===== src/rrd_pkg.sv =====
// Purpose: Shared constants and types of the receive RTP disassembly front end.
// Assumes: Byte addressed register port; one 48-bit event word per queue entry.
// Notes: Queue sizes run from 256 to 32768 entries in powers of two.

package rrd_pkg;

    // ------------------------------------------------------------------
    // Register map
    // ------------------------------------------------------------------
    localparam int REG_AW = 12;
    localparam logic [11:0] REG_EVQ_CFG = 12'h720;
    localparam logic [11:0] REG_EVQ_WIDX = 12'h724;
    localparam logic [15:0] EVQ_CFG_RESET = 16'h0000;
    localparam int CFG_SIZE_LSB = 0;
    localparam int CFG_SIZE_W = 3;
    localparam int CFG_BASE_LSB = 4;
    localparam int CFG_BASE_W = 12;

    // ------------------------------------------------------------------
    // Event queue geometry
    // ------------------------------------------------------------------
    localparam int EVQ_IW = 15;
    localparam int EVQ_AW = 20;
    localparam int EVQ_MIN_LOG2 = 8;
    localparam logic [15:0] EVQ_MIN_SPAN = 16'h0100;
    localparam int EVQ_DW = 48;

    // ------------------------------------------------------------------
    // Packet checks and table lookup
    // ------------------------------------------------------------------
    localparam logic [1:0] RTP_VERSION = 2'h2;
    localparam logic [7:0] IDX_MAX = 8'hFF;
    localparam int TBL_AW = 24;
    localparam int TBL_BASE_SHIFT = 7;
    localparam int TBL_ENTRY_SHIFT = 1;

    // Table entry layout.
    localparam int ENT_KIND_LSB = 0;
    localparam int ENT_CODING_LSB = 2;
    localparam int ENT_LAW_BIT = 5;
    localparam int ENT_REPORT_BIT = 6;
    localparam int ENT_JITTER_BIT = 7;
    localparam int ENT_CHAN_LSB = 8;
    localparam logic [1:0] KIND_VOICE = 2'h0;
    localparam logic [1:0] KIND_HDLC = 2'h1;
    localparam logic [1:0] KIND_CPU = 2'h2;

    // ------------------------------------------------------------------
    // Event codes and pending slots
    // ------------------------------------------------------------------
    localparam int NPEND = 6;
    localparam int PB_CSUM = 0;
    localparam int PB_VER = 1;
    localparam int PB_LEN = 2;
    localparam int PB_SEQ = 3;
    localparam int PB_LOSS = 4;
    localparam int PB_REPORT = 5;
    localparam logic [7:0] EV_CSUM = 8'h01;
    localparam logic [7:0] EV_VER = 8'h02;
    localparam logic [7:0] EV_LEN = 8'h03;
    localparam logic [7:0] EV_SEQ = 8'h04;
    localparam logic [7:0] EV_LOSS = 8'h05;
    localparam logic [7:0] EV_REPORT = 8'h06;

    typedef enum logic [2:0] {
        ST_IDLE = 3'b001,
        ST_TBL = 3'b010,
        ST_EVT = 3'b100
    } rrd_state_t;

endpackage : rrd_pkg


===== src/rrd_evq_writer.sv =====
// Purpose: Circular event report queue writer into state memory bank B.
// Assumes: The memory takes one write per cycle without stalling.
// Notes: Base is in units of the smallest queue, so it is ORed with the index.

`timescale 1ns/1ps

module rrd_evq_writer
    import rrd_pkg::*;
(
    input wire logic clk,
    input wire logic nrst,
    input wire logic [15:0] cfg,
    input wire logic cfg_wr,
    input wire logic ev_valid,
    input wire logic [EVQ_DW-1:0] ev_data,
    output logic mem_wr,
    output logic [EVQ_AW-1:0] mem_addr,
    output logic [EVQ_DW-1:0] mem_data,
    output logic [EVQ_IW-1:0] wr_idx
);

    // ------------------------------------------------------------------
    // Size decode
    // ------------------------------------------------------------------
    wire logic [CFG_SIZE_W-1:0] size_code = cfg[CFG_SIZE_LSB +: CFG_SIZE_W];
    wire logic [CFG_BASE_W-1:0] base = cfg[CFG_BASE_LSB +: CFG_BASE_W];
    wire logic [15:0] span = EVQ_MIN_SPAN << size_code;
    wire logic [15:0] mask16 = span - 16'h0001;
    wire logic [EVQ_IW-1:0] mask = mask16[EVQ_IW-1:0];
    wire logic [EVQ_IW-1:0] next_idx = (wr_idx + 15'h0001) & mask;
    wire logic [EVQ_AW-1:0] slot = {base, {EVQ_MIN_LOG2{1'b0}}} | {5'h00, wr_idx};

    // ------------------------------------------------------------------
    // Write pointer
    // ------------------------------------------------------------------
    // A new location or size restarts the queue at its first entry.
    always_ff @(posedge clk or negedge nrst) begin
        if (!nrst) begin
            wr_idx <= '0;
            mem_wr <= 1'b0;
            mem_addr <= '0;
            mem_data <= '0;
        end else begin
            mem_wr <= ev_valid && !cfg_wr;
            if (ev_valid) begin
                mem_addr <= slot;
                mem_data <= ev_data;
            end
            if (cfg_wr) begin
                wr_idx <= '0;
            end else if (ev_valid) begin
                wr_idx <= next_idx;
            end
        end
    end

endmodule : rrd_evq_writer


===== src/rrd_rx_front.sv =====
// Purpose: Receive RTP/UDP packet treatment front end of the disassembly path.
// Assumes: Packet and connection fields arrive together, on clk, from upstream.
// Notes: One packet in flight; the table entry is fetched from outside.

`timescale 1ns/1ps

module rrd_rx_front
    import rrd_pkg::*;
(
    input wire logic clk,
    input wire logic nrst,
    input wire logic [REG_AW-1:0] reg_addr,
    input wire logic reg_wr,
    input wire logic [15:0] reg_wdata,
    output logic [15:0] reg_rd_data,
    input wire logic pkt_valid,
    output logic pkt_ready,
    input wire logic pkt_csum_ok,
    input wire logic [1:0] pkt_ver,
    input wire logic [10:0] pkt_hdr_len,
    input wire logic [10:0] pkt_len,
    input wire logic [6:0] pkt_pt,
    input wire logic pkt_marker,
    input wire logic [15:0] pkt_seq,
    input wire logic [15:0] pkt_udp_len,
    input wire logic conn_rtp,
    input wire logic [15:0] conn_tbl_base,
    input wire logic checksum_error_discard,
    input wire logic checksum_error_report,
    input wire logic loss_report_enable,
    input wire logic conn_init,
    input wire logic [15:0] conn_last_seq,
    output logic tbl_rd,
    output logic [TBL_AW-1:0] tbl_addr,
    input wire logic tbl_valid,
    input wire logic [15:0] tbl_entry,
    output logic conn_wr,
    output logic conn_set_init,
    output logic [15:0] conn_new_seq,
    output logic route_valid,
    output logic [3:0] route_chan,
    output logic [1:0] route_kind,
    output logic [2:0] route_coding,
    output logic route_law,
    output logic route_jitter,
    output logic pkt_drop,
    output logic evq_wr,
    output logic [EVQ_AW-1:0] evq_addr,
    output logic [EVQ_DW-1:0] evq_data
);

    // ------------------------------------------------------------------
    // Helpers
    // ------------------------------------------------------------------
    function automatic logic [2:0] low_bit(input logic [NPEND-1:0] v);
        logic [2:0] r;
        r = 3'h0;
        for (int i = NPEND - 1; i >= 0; i--) begin
            if (v[i]) begin
                r = 3'(i);
            end
        end
        return r;
    endfunction : low_bit

    function automatic logic [7:0] ev_code(input logic [2:0] slot);
        logic [7:0] c;
        unique case (slot)
            3'(PB_CSUM): c = EV_CSUM;
            3'(PB_VER): c = EV_VER;
            3'(PB_LEN): c = EV_LEN;
            3'(PB_SEQ): c = EV_SEQ;
            3'(PB_LOSS): c = EV_LOSS;
            default: c = EV_REPORT;
        endcase
        return c;
    endfunction : ev_code

    // ------------------------------------------------------------------
    // Registers
    // ------------------------------------------------------------------
    rrd_state_t state;
    rrd_state_t next_state;
    logic [15:0] evq_cfg;
    logic [NPEND-1:0] pend;
    logic [NPEND-1:0] next_pend;
    logic [15:0] r_seq;
    logic [15:0] r_last;
    logic [7:0] r_ptm;
    logic [EVQ_IW-1:0] evq_idx;

    wire logic cfg_wr = reg_wr && (reg_addr == REG_EVQ_CFG);
    wire logic [15:0] rd_mux = (reg_addr == REG_EVQ_CFG) ? evq_cfg :
                               (reg_addr == REG_EVQ_WIDX) ? {1'b0, evq_idx} : 16'h0000;

    always_ff @(posedge clk or negedge nrst) begin
        if (!nrst) begin
            evq_cfg <= EVQ_CFG_RESET;
            reg_rd_data <= 16'h0000;
        end else begin
            if (cfg_wr) begin
                evq_cfg <= reg_wdata;
            end
            reg_rd_data <= rd_mux;
        end
    end

    // ------------------------------------------------------------------
    // Header checks
    // ------------------------------------------------------------------
    // Network level headers were verified upstream; only the checksum result and RTP fields are looked at.
    wire logic accept = pkt_valid && pkt_ready;
    wire logic csum_bad = !pkt_csum_ok;
    wire logic drop_csum = csum_bad && checksum_error_discard;
    wire logic ver_bad = conn_rtp && (pkt_ver != RTP_VERSION);
    wire logic len_bad = conn_rtp && (pkt_hdr_len > pkt_len);
    wire logic pass = !(drop_csum || ver_bad || len_bad);
    wire logic [15:0] seq_expect = conn_last_seq + 16'h0001;
    wire logic seq_gap = conn_rtp && conn_init && (pkt_seq != seq_expect);

    // ------------------------------------------------------------------
    // Table index and address
    // ------------------------------------------------------------------
    wire logic [7:0] len_idx = (pkt_udp_len > {8'h00, IDX_MAX}) ? IDX_MAX :
        pkt_udp_len[7:0];
    wire logic [7:0] tbl_idx = conn_rtp ? {pkt_pt, pkt_marker} : len_idx;
    wire logic [TBL_AW-1:0] tbl_base_b = TBL_AW'(conn_tbl_base) << TBL_BASE_SHIFT;
    wire logic [TBL_AW-1:0] tbl_off = TBL_AW'(tbl_idx) << TBL_ENTRY_SHIFT;

    // ------------------------------------------------------------------
    // Event collection
    // ------------------------------------------------------------------
    logic [NPEND-1:0] acc_pend;
    always_comb begin
        acc_pend = '0;
        acc_pend[PB_CSUM] = csum_bad && checksum_error_report;
        acc_pend[PB_VER] = ver_bad;
        acc_pend[PB_LEN] = len_bad;
        acc_pend[PB_SEQ] = pass && seq_gap;
        acc_pend[PB_LOSS] = pass && seq_gap && loss_report_enable;
    end

    wire logic ent_report = tbl_entry[ENT_REPORT_BIT];
    wire logic [2:0] cur_slot = low_bit(pend);
    wire logic [NPEND-1:0] pend_rest = pend & ~(NPEND'(1) << cur_slot);
    wire logic [15:0] ev_lo = (cur_slot == 3'(PB_REPORT)) ? {8'h00, r_ptm} : r_seq;
    wire logic [EVQ_DW-1:0] ev_word = {ev_code(cur_slot), r_ptm, r_last, ev_lo};
    wire logic ev_fire = (state == ST_EVT) && (pend != '0);

    // ------------------------------------------------------------------
    // Sequencer
    // ------------------------------------------------------------------
    always_comb begin
        next_state = state;
        next_pend = pend;
        unique case (state)
            ST_IDLE: begin
                if (accept) begin
                    next_pend = acc_pend;
                    if (pass) begin
                        next_state = ST_TBL;
                    end else if (acc_pend != '0) begin
                        next_state = ST_EVT;
                    end
                end
            end
            ST_TBL: begin
                if (tbl_valid) begin
                    next_pend[PB_REPORT] = ent_report;
                    if ((pend != '0) || ent_report) begin
                        next_state = ST_EVT;
                    end else begin
                        next_state = ST_IDLE;
                    end
                end
            end
            ST_EVT: begin
                next_pend = pend_rest;
                if (pend_rest == '0) begin
                    next_state = ST_IDLE;
                end
            end
            default: begin
                next_state = ST_IDLE;
                next_pend = '0;
            end
        endcase
    end

    always_ff @(posedge clk or negedge nrst) begin
        if (!nrst) begin
            state <= ST_IDLE;
            pend <= '0;
            pkt_ready <= 1'b0;
        end else begin
            state <= next_state;
            pend <= next_pend;
            pkt_ready <= (next_state == ST_IDLE);
        end
    end

    // Packet context held for the table stage and for the event words.
    always_ff @(posedge clk or negedge nrst) begin
        if (!nrst) begin
            r_seq <= 16'h0000;
            r_last <= 16'h0000;
            r_ptm <= 8'h00;
            tbl_rd <= 1'b0;
            tbl_addr <= '0;
            pkt_drop <= 1'b0;
        end else begin
            tbl_rd <= accept && pass;
            pkt_drop <= accept && !pass;
            if (accept) begin
                r_seq <= pkt_seq;
                r_last <= conn_last_seq;
                r_ptm <= {pkt_pt, pkt_marker};
                tbl_addr <= tbl_base_b + tbl_off;
            end
        end
    end

    // ------------------------------------------------------------------
    // Classification, routing and connection update
    // ------------------------------------------------------------------
    wire logic ent_take = (state == ST_TBL) && tbl_valid;

    always_ff @(posedge clk or negedge nrst) begin
        if (!nrst) begin
            route_valid <= 1'b0;
            route_chan <= 4'h0;
            route_kind <= KIND_VOICE;
            route_coding <= 3'h0;
            route_law <= 1'b0;
            route_jitter <= 1'b0;
            conn_wr <= 1'b0;
            conn_set_init <= 1'b0;
            conn_new_seq <= 16'h0000;
        end else begin
            route_valid <= ent_take;
            conn_wr <= ent_take;
            conn_set_init <= ent_take;
            if (ent_take) begin
                route_chan <= tbl_entry[ENT_CHAN_LSB +: 4];
                route_kind <= tbl_entry[ENT_KIND_LSB +: 2];
                route_coding <= tbl_entry[ENT_CODING_LSB +: 3];
                route_law <= tbl_entry[ENT_LAW_BIT];
                route_jitter <= tbl_entry[ENT_JITTER_BIT];
                conn_new_seq <= r_seq;
            end
        end
    end

    // ------------------------------------------------------------------
    // Event queue
    // ------------------------------------------------------------------
    rrd_evq_writer u_evq (
        .clk(clk),
        .nrst(nrst),
        .cfg(evq_cfg),
        .cfg_wr(cfg_wr),
        .ev_valid(ev_fire),
        .ev_data(ev_word),
        .mem_wr(evq_wr),
        .mem_addr(evq_addr),
        .mem_data(evq_data),
        .wr_idx(evq_idx)
    );
endmodule : rrd_rx_front


===== config.mk =====
export PLATFORM = sky130hd
export DESIGN_NAME = rrd_rx_front
export DESIGN_NICKNAME = d
export VERILOG_FILES = /design/src/rrd_pkg.sv /design/src/rrd_evq_writer.sv /design/src/rrd_rx_front.sv
export SDC_FILE = /design/constraint.sdc
export NUM_CORES = 1
export LEC_CHECK = 0
export BUFFER_PORTS_ARGS = -buffer_cell sky130_fd_sc_hd__buf_2
export CAP_MARGIN = 10
export CELL_PAD_IN_SITES_DETAIL_PLACEMENT = 1
export CELL_PAD_IN_SITES_GLOBAL_PLACEMENT = 2
export CORE_MARGIN = 1.5
export CORE_UTILIZATION = 33
export CTS_CLUSTER_SIZE = 25
export DETAILED_ROUTE_END_ITERATION = 10
export PLACE_DENSITY_LB_ADDON = 0.3
export REMOVE_ABC_BUFFERS = 1
export SYNTH_ARGS = -nofsm -noshare
export SYNTH_HDL_FRONTEND = slang
export SYNTH_HIERARCHICAL = 1
export SYNTH_SLANG_ARGS = --single-unit

===== constraint.sdc =====
create_clock -name clk -period 2.8 [get_ports clk]
set_clock_uncertainty 0.1 [all_clocks]
set_input_delay 0.42 -clock clk [delete_from_list [all_inputs] [get_ports clk]]
set_output_delay 0.42 -clock clk [all_outputs]
set_load 0.02 [all_outputs]

==> results of run 1 <==
[synthesized netlist by cell type (all sizes together) (2+ instances only)]
master and instances:
nand2 53, ha 15, o22ai 7, nor3 14
and3 4, o211ai 4, nand3b 4, o2111ai 2
nor2b 3, nor4 5, o21ai 46, o31ai 3
a31oi 5, a21oi 26, or3 4, xnor2 21
nand2b 10, buf 29, and2b 3, nand3 22
a211oi 3, clkbuf 15, nand4b 3, nor3b 3
and2 9, or2 3, nor2 65, a21o 3
inv 27, o22a 3, mux2i 19, xor2 19
mux2 152, nand4 16, or4 3, dfrtp 218
a2bb2oi 2, o32ai 2, and4 6
[where the power goes]
| group | internal, mW | total [mW] | switching, mW |
|---|---|---|---|
| Clock | 2.03 | 3.36 | 1.33 |
| Combinational | 1.59 | 3.80 | 2.21 |
| Sequential | 4.18 | 4.87 | 0.694 |
[area by class of cell]
| cell class | instances | area share |
|---|---|---|
| clock buffer | 40 | 0.0573 |
| timing repair buffer | 316 | 0.132 |
| antenna | 6 | 0.00114 |
| clock inverter | 7 | 0.00733 |
| tap | 396 | 0.0377 |
| multi-input combinational | 579 | 0.340 |
| inverter | 27 | 0.00771 |
| sequential | 219 | 0.417 |
[sequential cells by signal (all words and copies together), names as in the netlist, 4 cells and up]
register,flops
u_evq/mem_data,48
tbl_addr,23
u_evq/mem_addr,20
conn_new_seq,16
evq_cfg,16
r_last,16
r_seq,16
reg_rd_data,16
u_evq/wr_idx,15
r_ptm,8
pend,6
route_chan,4
[kinds of logic (layout without fill, tap and decap cells)]
kind of cell,after synthesis,after routing,share of synthesized area
other,1,12,0.000366
buffers and inverters,71,390,0.0327
DFF,219,219,0.535
muxes,171,171,0.189
and+or+nand+nor,234,234,0.122
AOI/OAI and AO/OA,111,111,0.0647
adders and majority gates,17,17,0.0212
xor gates and xnor gates,40,40,0.0349
[layout by cell type, fill, tap and decap left out, types with 4 or more instances in the layout]
cell type / netlist / layout
buf_2: 10 / 286
dfrtp_1: 218 / 218
mux2_2: 143 / 143
nor2_1: 64 / 64
nand2_1: 51 / 50
o21ai_0: 45 / 45
inv_1: 27 / 27
clkbuf_16: 0 / 26
a21oi_1: 26 / 25
xnor2_1: 21 / 21
nand3_1: 20 / 20
mux2i_1: 19 / 19
xor2_1: 18 / 18
buf_4: 11 / 18
nand4_1: 15 / 15
ha_1: 15 / 15
nor3_1: 13 / 13
nand2b_1: 10 / 10
and2_1: 9 / 9
mux2_4: 9 / 9
clkbuf_1: 15 / 9
o22ai_1: 7 / 7
dlygate4sd3_1: 0 / 7
diode_2: 0 / 6
conb_1: 1 / 6
a31oi_1: 5 / 5
clkbuf_8: 0 / 5
o211ai_1: 4 / 4
nand3b_1: 4 / 4
and4_1: 4 / 4
clkinv_2: 0 / 4
buf_12: 0 / 4
[metrics by stage]
step,util,hold WS [ns]
6_report,0.430,0.0222
5_1_grt,0.430,0.00734
4_1_cts,0.429,0.000721
3_5_place_dp,0.399,0.315
3_3_place_gp,0.399,0.311
2_1_floorplan,-,0.0244
[worst min path at each step]
stage | startpoint | endpoint
6_report | tbl_entry[4] | route_coding[2]
5_1_grt | tbl_entry[5] | route_law
4_1_cts | tbl_entry[5] | route_law
3_5_place_dp | nrst | u_evq/mem_data[43]
3_3_place_gp | nrst | u_evq/mem_data[43]
2_1_floorplan | nrst | conn_new_seq[0]
[metal layers]
metal	track usage	up-vias	part of all wire
met5	0	-	0.0017
met3	0.0611	46	0.081
met4	0.0399	10	0.018
li1	-	3665	-
met1	0.216	3845	0.41
met2	0.301	202	0.49
==> reports/results.ini, run 1 <==
[yosys]
synth_area_leaders = dfrtp_1, mux2_2, nor2_1, o21ai_0, nand2_1
synthFlopType = dfrtp_1
synth_enable_flop_cells = 0
synth_seq_cells = 219
synth_top_area_share = 0.532
async_reset_ff_frac = 1.00
yosysTopAreaCell = dfrtp_1
syn_avg_cell_area_um2 = 11.9
yosysWarnings = 6
synthCells = 864
netlist_area_um2 = 10200
yosysSeqAreaShare = 0.535
synth_cell_types = 72

[die]
fp.coreArea_um2 = 30600
initial_utilization = 0.335
ios = 293
die_area_um2 = 32100
rows = 64
die_w_um = 179
die_h_um = 179

[sta]
rsz0062_at_grt = no
slew_violations = 0
post-route-period-util = 0.846
layout_setup_ws_ns = 0.432
clock.fmax_mhz = 422
worstMarginPinSlew_ns = 0.616
finalHoldViolCount = 0
min_period_ns = 2.37
fin_setup_tns_ns = 0
slew_headroom = 0.586
setup_viol = 0

[pwr]
p_leak_nw = 6.43
p_total_mw = 12.0
p_per_area_nw_per_um2 = 915
peakVddDrop_mv = 0.511

[routing]
drt_iter0_drc = 177
vias = 7768
drt-total-wl_um = 28600
vias_per_cell = 4.89
wire_per_inst_um = 18.0
drc = 0
antenna_left = 0
dr.pass1.iters = 4

[cts]
htreeDepth = 1
hold_buffers = 7
clock_sinks = 219
cts_root_buf = clkbuf_16
cts_tree = yes
cts_buffer_depth = 3
clk_pin_slew_worst_paths_ns = 0.06
cts_repair_resize_count = 0
cts_buffers = 26
worstSkewPairLatency_ns = 0.53
cts_setup_buffers = 0

[critical_path]
reg2reg_slack_ns = 0.43
r2r_start = state[1]
critPathCaptureType = flop
crit_required_ns = 3.10
reg2reg_depth = 6
cp_num_buf_inv = 2
crit_chain = nor2_1 -> nand2_1 -> a21oi_4 -> buf_12 -> buf_4 -> mux2_2
crit_slowest_cell = dfrtp_1
crit_type = flop to flop
start_kind = flop
crit_family = buffers and inverters
worstPathArrival_ns = 2.67
path_max_fanout = 66
cp_slowest_stage_delay_ns = 0.40
cp-startpoint = state[1]
path_depth = 6
crit_path_end = u_evq/mem_addr[17]
r2r_end = u_evq/mem_addr[17]

[run]
maxCapViolations = 0

[placement]
dp_hpwl_um = 20800
gp_congestion = 0.767
placed_area_um2 = 12200
portBuffers = 287
place_ws_ns = -0.0806
dp.cells = 1530

[finish]
final_area_um2 = 13100
drive_gt1_frac = 0.441
final_nets = 1336
register_area_um2 = 5480
final_cells = 1590
fill_cells = 3460
area_growth_pct = 28.3
multi_input_area_um2 = 4470

[global_routing]
grt_antenna_before_repair = 12
grt_pass1_vias = 8090
grt_pass1_wl_um = 44500
overflow = 0
grt_max_degree = 91
grtUsageTotal = 0.177

[worst_hold_path]
min_path_type = primary input to flop
hold_depth = 2

[run_status]
status = finished clean

Power figures use the tool's default switching activity.
==> run 2, diff against run 1 <==
--- a/config.mk
+++ b/config.mk
@@ -10,7 +10,7 @@
 export CELL_PAD_IN_SITES_DETAIL_PLACEMENT = 1
 export CELL_PAD_IN_SITES_GLOBAL_PLACEMENT = 2
 export CORE_MARGIN = 1.5
-export CORE_UTILIZATION = 33
+export CORE_UTILIZATION = 30
 export CTS_CLUSTER_SIZE = 25
 export DETAILED_ROUTE_END_ITERATION = 10
 export PLACE_DENSITY_LB_ADDON = 0.3
==> constraint.sdc (replaced) <==
create_clock -name clk -period 2 [get_ports clk]
set_clock_uncertainty 0.1 [all_clocks]
set_input_delay 0.3 -clock clk [delete_from_list [all_inputs] [get_ports clk]]
set_output_delay 0.3 -clock clk [all_outputs]
set_load 0.02 [all_outputs]
==> run 2 against run 1 <==
Against the previous run: cell count rose by 12%; sequential share of layout area is 4.4 points lower; first-iteration DRC count down 2.8%; global-route usage decreased by 0.37 points; design area up 12%; critical path type is now primary input to flop; combinational power up 53%; setup slack got worse by 0.39 ns; critical endpoint is now tbl_addr[15]; wire length up 5.5%; hold slack got worse by 0.0081 ns.
==> reports/results.ini, run 2 (same netlist as run 1, synthesis figures left out) <==
[sta]
layout_setup_ws_ns = 0.0414  ; -0.390 ns
clock.fmax_mhz = 511
finalHoldViolCount = 0  ; unchanged
min_period_ns = 1.96
setup_viol = 0  ; unchanged
post-route-period-util = 0.979
fin_setup_tns_ns = 0  ; unchanged
slew_violations = 0  ; unchanged

[pwr]
switchingPower_mw = 6.10  ; +44%
p_seq_frac = 0.384  ; -0.021
combPwrFrac = 0.331  ; +0.015
p_clk_frac = 0.284  ; +0.005
peakVddDrop_mv = 0.685  ; +34%
p_total_mw = 17.6  ; +46%
switching_share = 0.347  ; -0.00436
p_leak_nw = 7.13  ; +11%
intPower_mw = 11.5  ; +47%
p_per_area_nw_per_um2 = 1200  ; +31%

[critical_path]
critPathCaptureType = flop
crit_type = primary input to flop
crit_required_ns = 2.31  ; -0.79 ns
worstPathArrival_ns = 2.27  ; -0.40 ns
start_kind = primary input
path_max_fanout = 3  ; -95%

[die]
fp.coreArea_um2 = 33600  ; +9.9%
initial_utilization = 0.305  ; -0.0302
ios = 293  ; unchanged
die_w_um = 188  ; +4.8%
die_area_um2 = 35300  ; +9.8%
rows = 67  ; +4.7%
die_h_um = 188  ; +4.8%

[placement]
dp.cells = 1649  ; +7.8%
portBuffers = 287  ; unchanged
place_ws_ns = -0.686  ; -0.606 ns
gp_congestion = 0.767  ; about the same
dp_hpwl_um = 22100  ; +6.0%

[routing]
drt_iter0_drc = 172  ; -2.8%
vias = 8249  ; +6.2%
drt-total-wl_um = 30200  ; +5.5%
drc = 0  ; unchanged
wire_per_inst_um = 17.0  ; -5.6%
dr.pass1.iters = 4  ; unchanged
antenna_left = 0  ; unchanged
vias_per_cell = 4.64  ; -5.0%

[finish]
final_cells = 1777  ; +12%
drive_gt1_frac = 0.468  ; +0.0272
layout_common_cells = buf_2, dfrtp_1, mux2_2
final_nets = 1473  ; +10%
area_growth_pct = 43.3
register_area_um2 = 5480  ; about the same
multi_input_area_um2 = 4590  ; +2.7%
fill_cells = 3720  ; +7.5%
largest_reg_flops = 48  ; unchanged
largest-register = u_evq/mem_data
reg_top3 = u_evq/mem_data (48), tbl_addr (23), u_evq/mem_addr (20)
final_common_cell = buf_2

[global_routing]
grt_max_degree = 65  ; -29%
overflow = 0  ; unchanged
met1_usage = 0.205  ; -0.0110
grt.met2_usage = 0.309  ; +0.00832
grt_pass1_vias = 9107  ; +13%
gr-usage-met3 = 0.0539  ; -0.00717
grt.busiest_layer = met2
grt_antenna_before_repair = 11  ; -1
grt_pass1_wl_um = 49500  ; +11%
grtUsageTotal = 0.173  ; -0.00369

[cts]
cts_tree = yes
clk_pin_slew_worst_paths_ns = 0.06  ; about the same
worstSkewPairLatency_ns = 0.54  ; about the same
htreeDepth = 1  ; unchanged
cts_root_buf = clkbuf_16
cts_buffers = 27  ; +3.8%
clock_sinks = 219  ; unchanged
cts_buffer_depth = 3  ; unchanged

[run]
maxCapViolations = 0  ; unchanged

[run_status]
status = finished clean

[worst_hold_path]
min_path_type = primary input to flop

run 2: layout make-up:
class | count | area share
multi-input cells | 579 | 0.313
flip-flops and latches | 219 | 0.373
clock buffers | 38 | 0.0543
clock inverters | 11 | 0.00878
repair buffers | 452 | 0.205
inverters | 27 | 0.00690
well taps | 448 | 0.0382
diodes | 3 | 0.000511
run 2: power groups by stage:
| stage | combinational [mW] | clock, mW | sequential (mW) |
|---|---|---|---|
| floorplan | 2.25 | 0 | 7.82 |
| global placement | 5.62 | 0 | 6.77 |
| detailed placement | 5.71 | 0 | 6.82 |
| CTS | 5.86 | 5.17 | 6.76 |
| global route | 6.36 | 5.35 | 6.98 |
| finish | 5.82 | 5.00 | 6.75 |
run 2: final timing paths:
check | start | endpoint | slack [ns] | cells after the start
setup / recovery | pkt_udp_len[13] | tbl_addr[15] | 0.04 | 11
max in group asynchronous | nrst | tbl_addr[17] | 0.95 | 3
min in group asynchronous | nrst | evq_cfg[15] | 0.18 | 2
setup reg to reg | state[0] | pend[4] | 0.08 | 6
hold / removal | loss_report_enable | pend[4] | 0.01 | 4
hold reg to reg | tbl_addr[16] | tbl_addr[16] | 0.37 | 2
run 2: worst max-delay path, stage by stage:
cell	delay [ns]
buf_2	0.11
nor4_4	0.30
nand3_2	0.16
buf_6	0.15
o22a_1	0.17
ha_2	0.19
fa_2	0.38
buf_4	0.16
nand3_1	0.08
xor2_1	0.17
o21ai_0	0.09
run 2: timing repair:
| action | in CTS | in global routing |
|---|---|---|
| pin swaps | 3 | 15 |
| hold buffers | 77 | 0 |
| setup buffers | 1 | 1 |
| gates resized for setup | 6 | 29 |
| hold endpoints to repair | 252 | 0 |
| endpoints found under the setup margin | 68 | 68 |
run 2: stage by stage:
step,hold WS (ns),utilization,cell area (µm²)
6_report,0.0141,0.437,14700
5_1_grt,0.00331,0.437,14700
4_1_cts,0.000797,0.433,14600
3_5_place_dp,0.138,0.382,12800
3_3_place_gp,0.143,0.382,12800
2_1_floorplan,-0.0956,-,10000
run 2: metal layers:
metal / up-vias / wire, µm
li1: 3927 / -
met1: 4066 / 12400
met2: 191 / 15100
met3: 51 / 2020
met4: 14 / 585
met5: - / 85
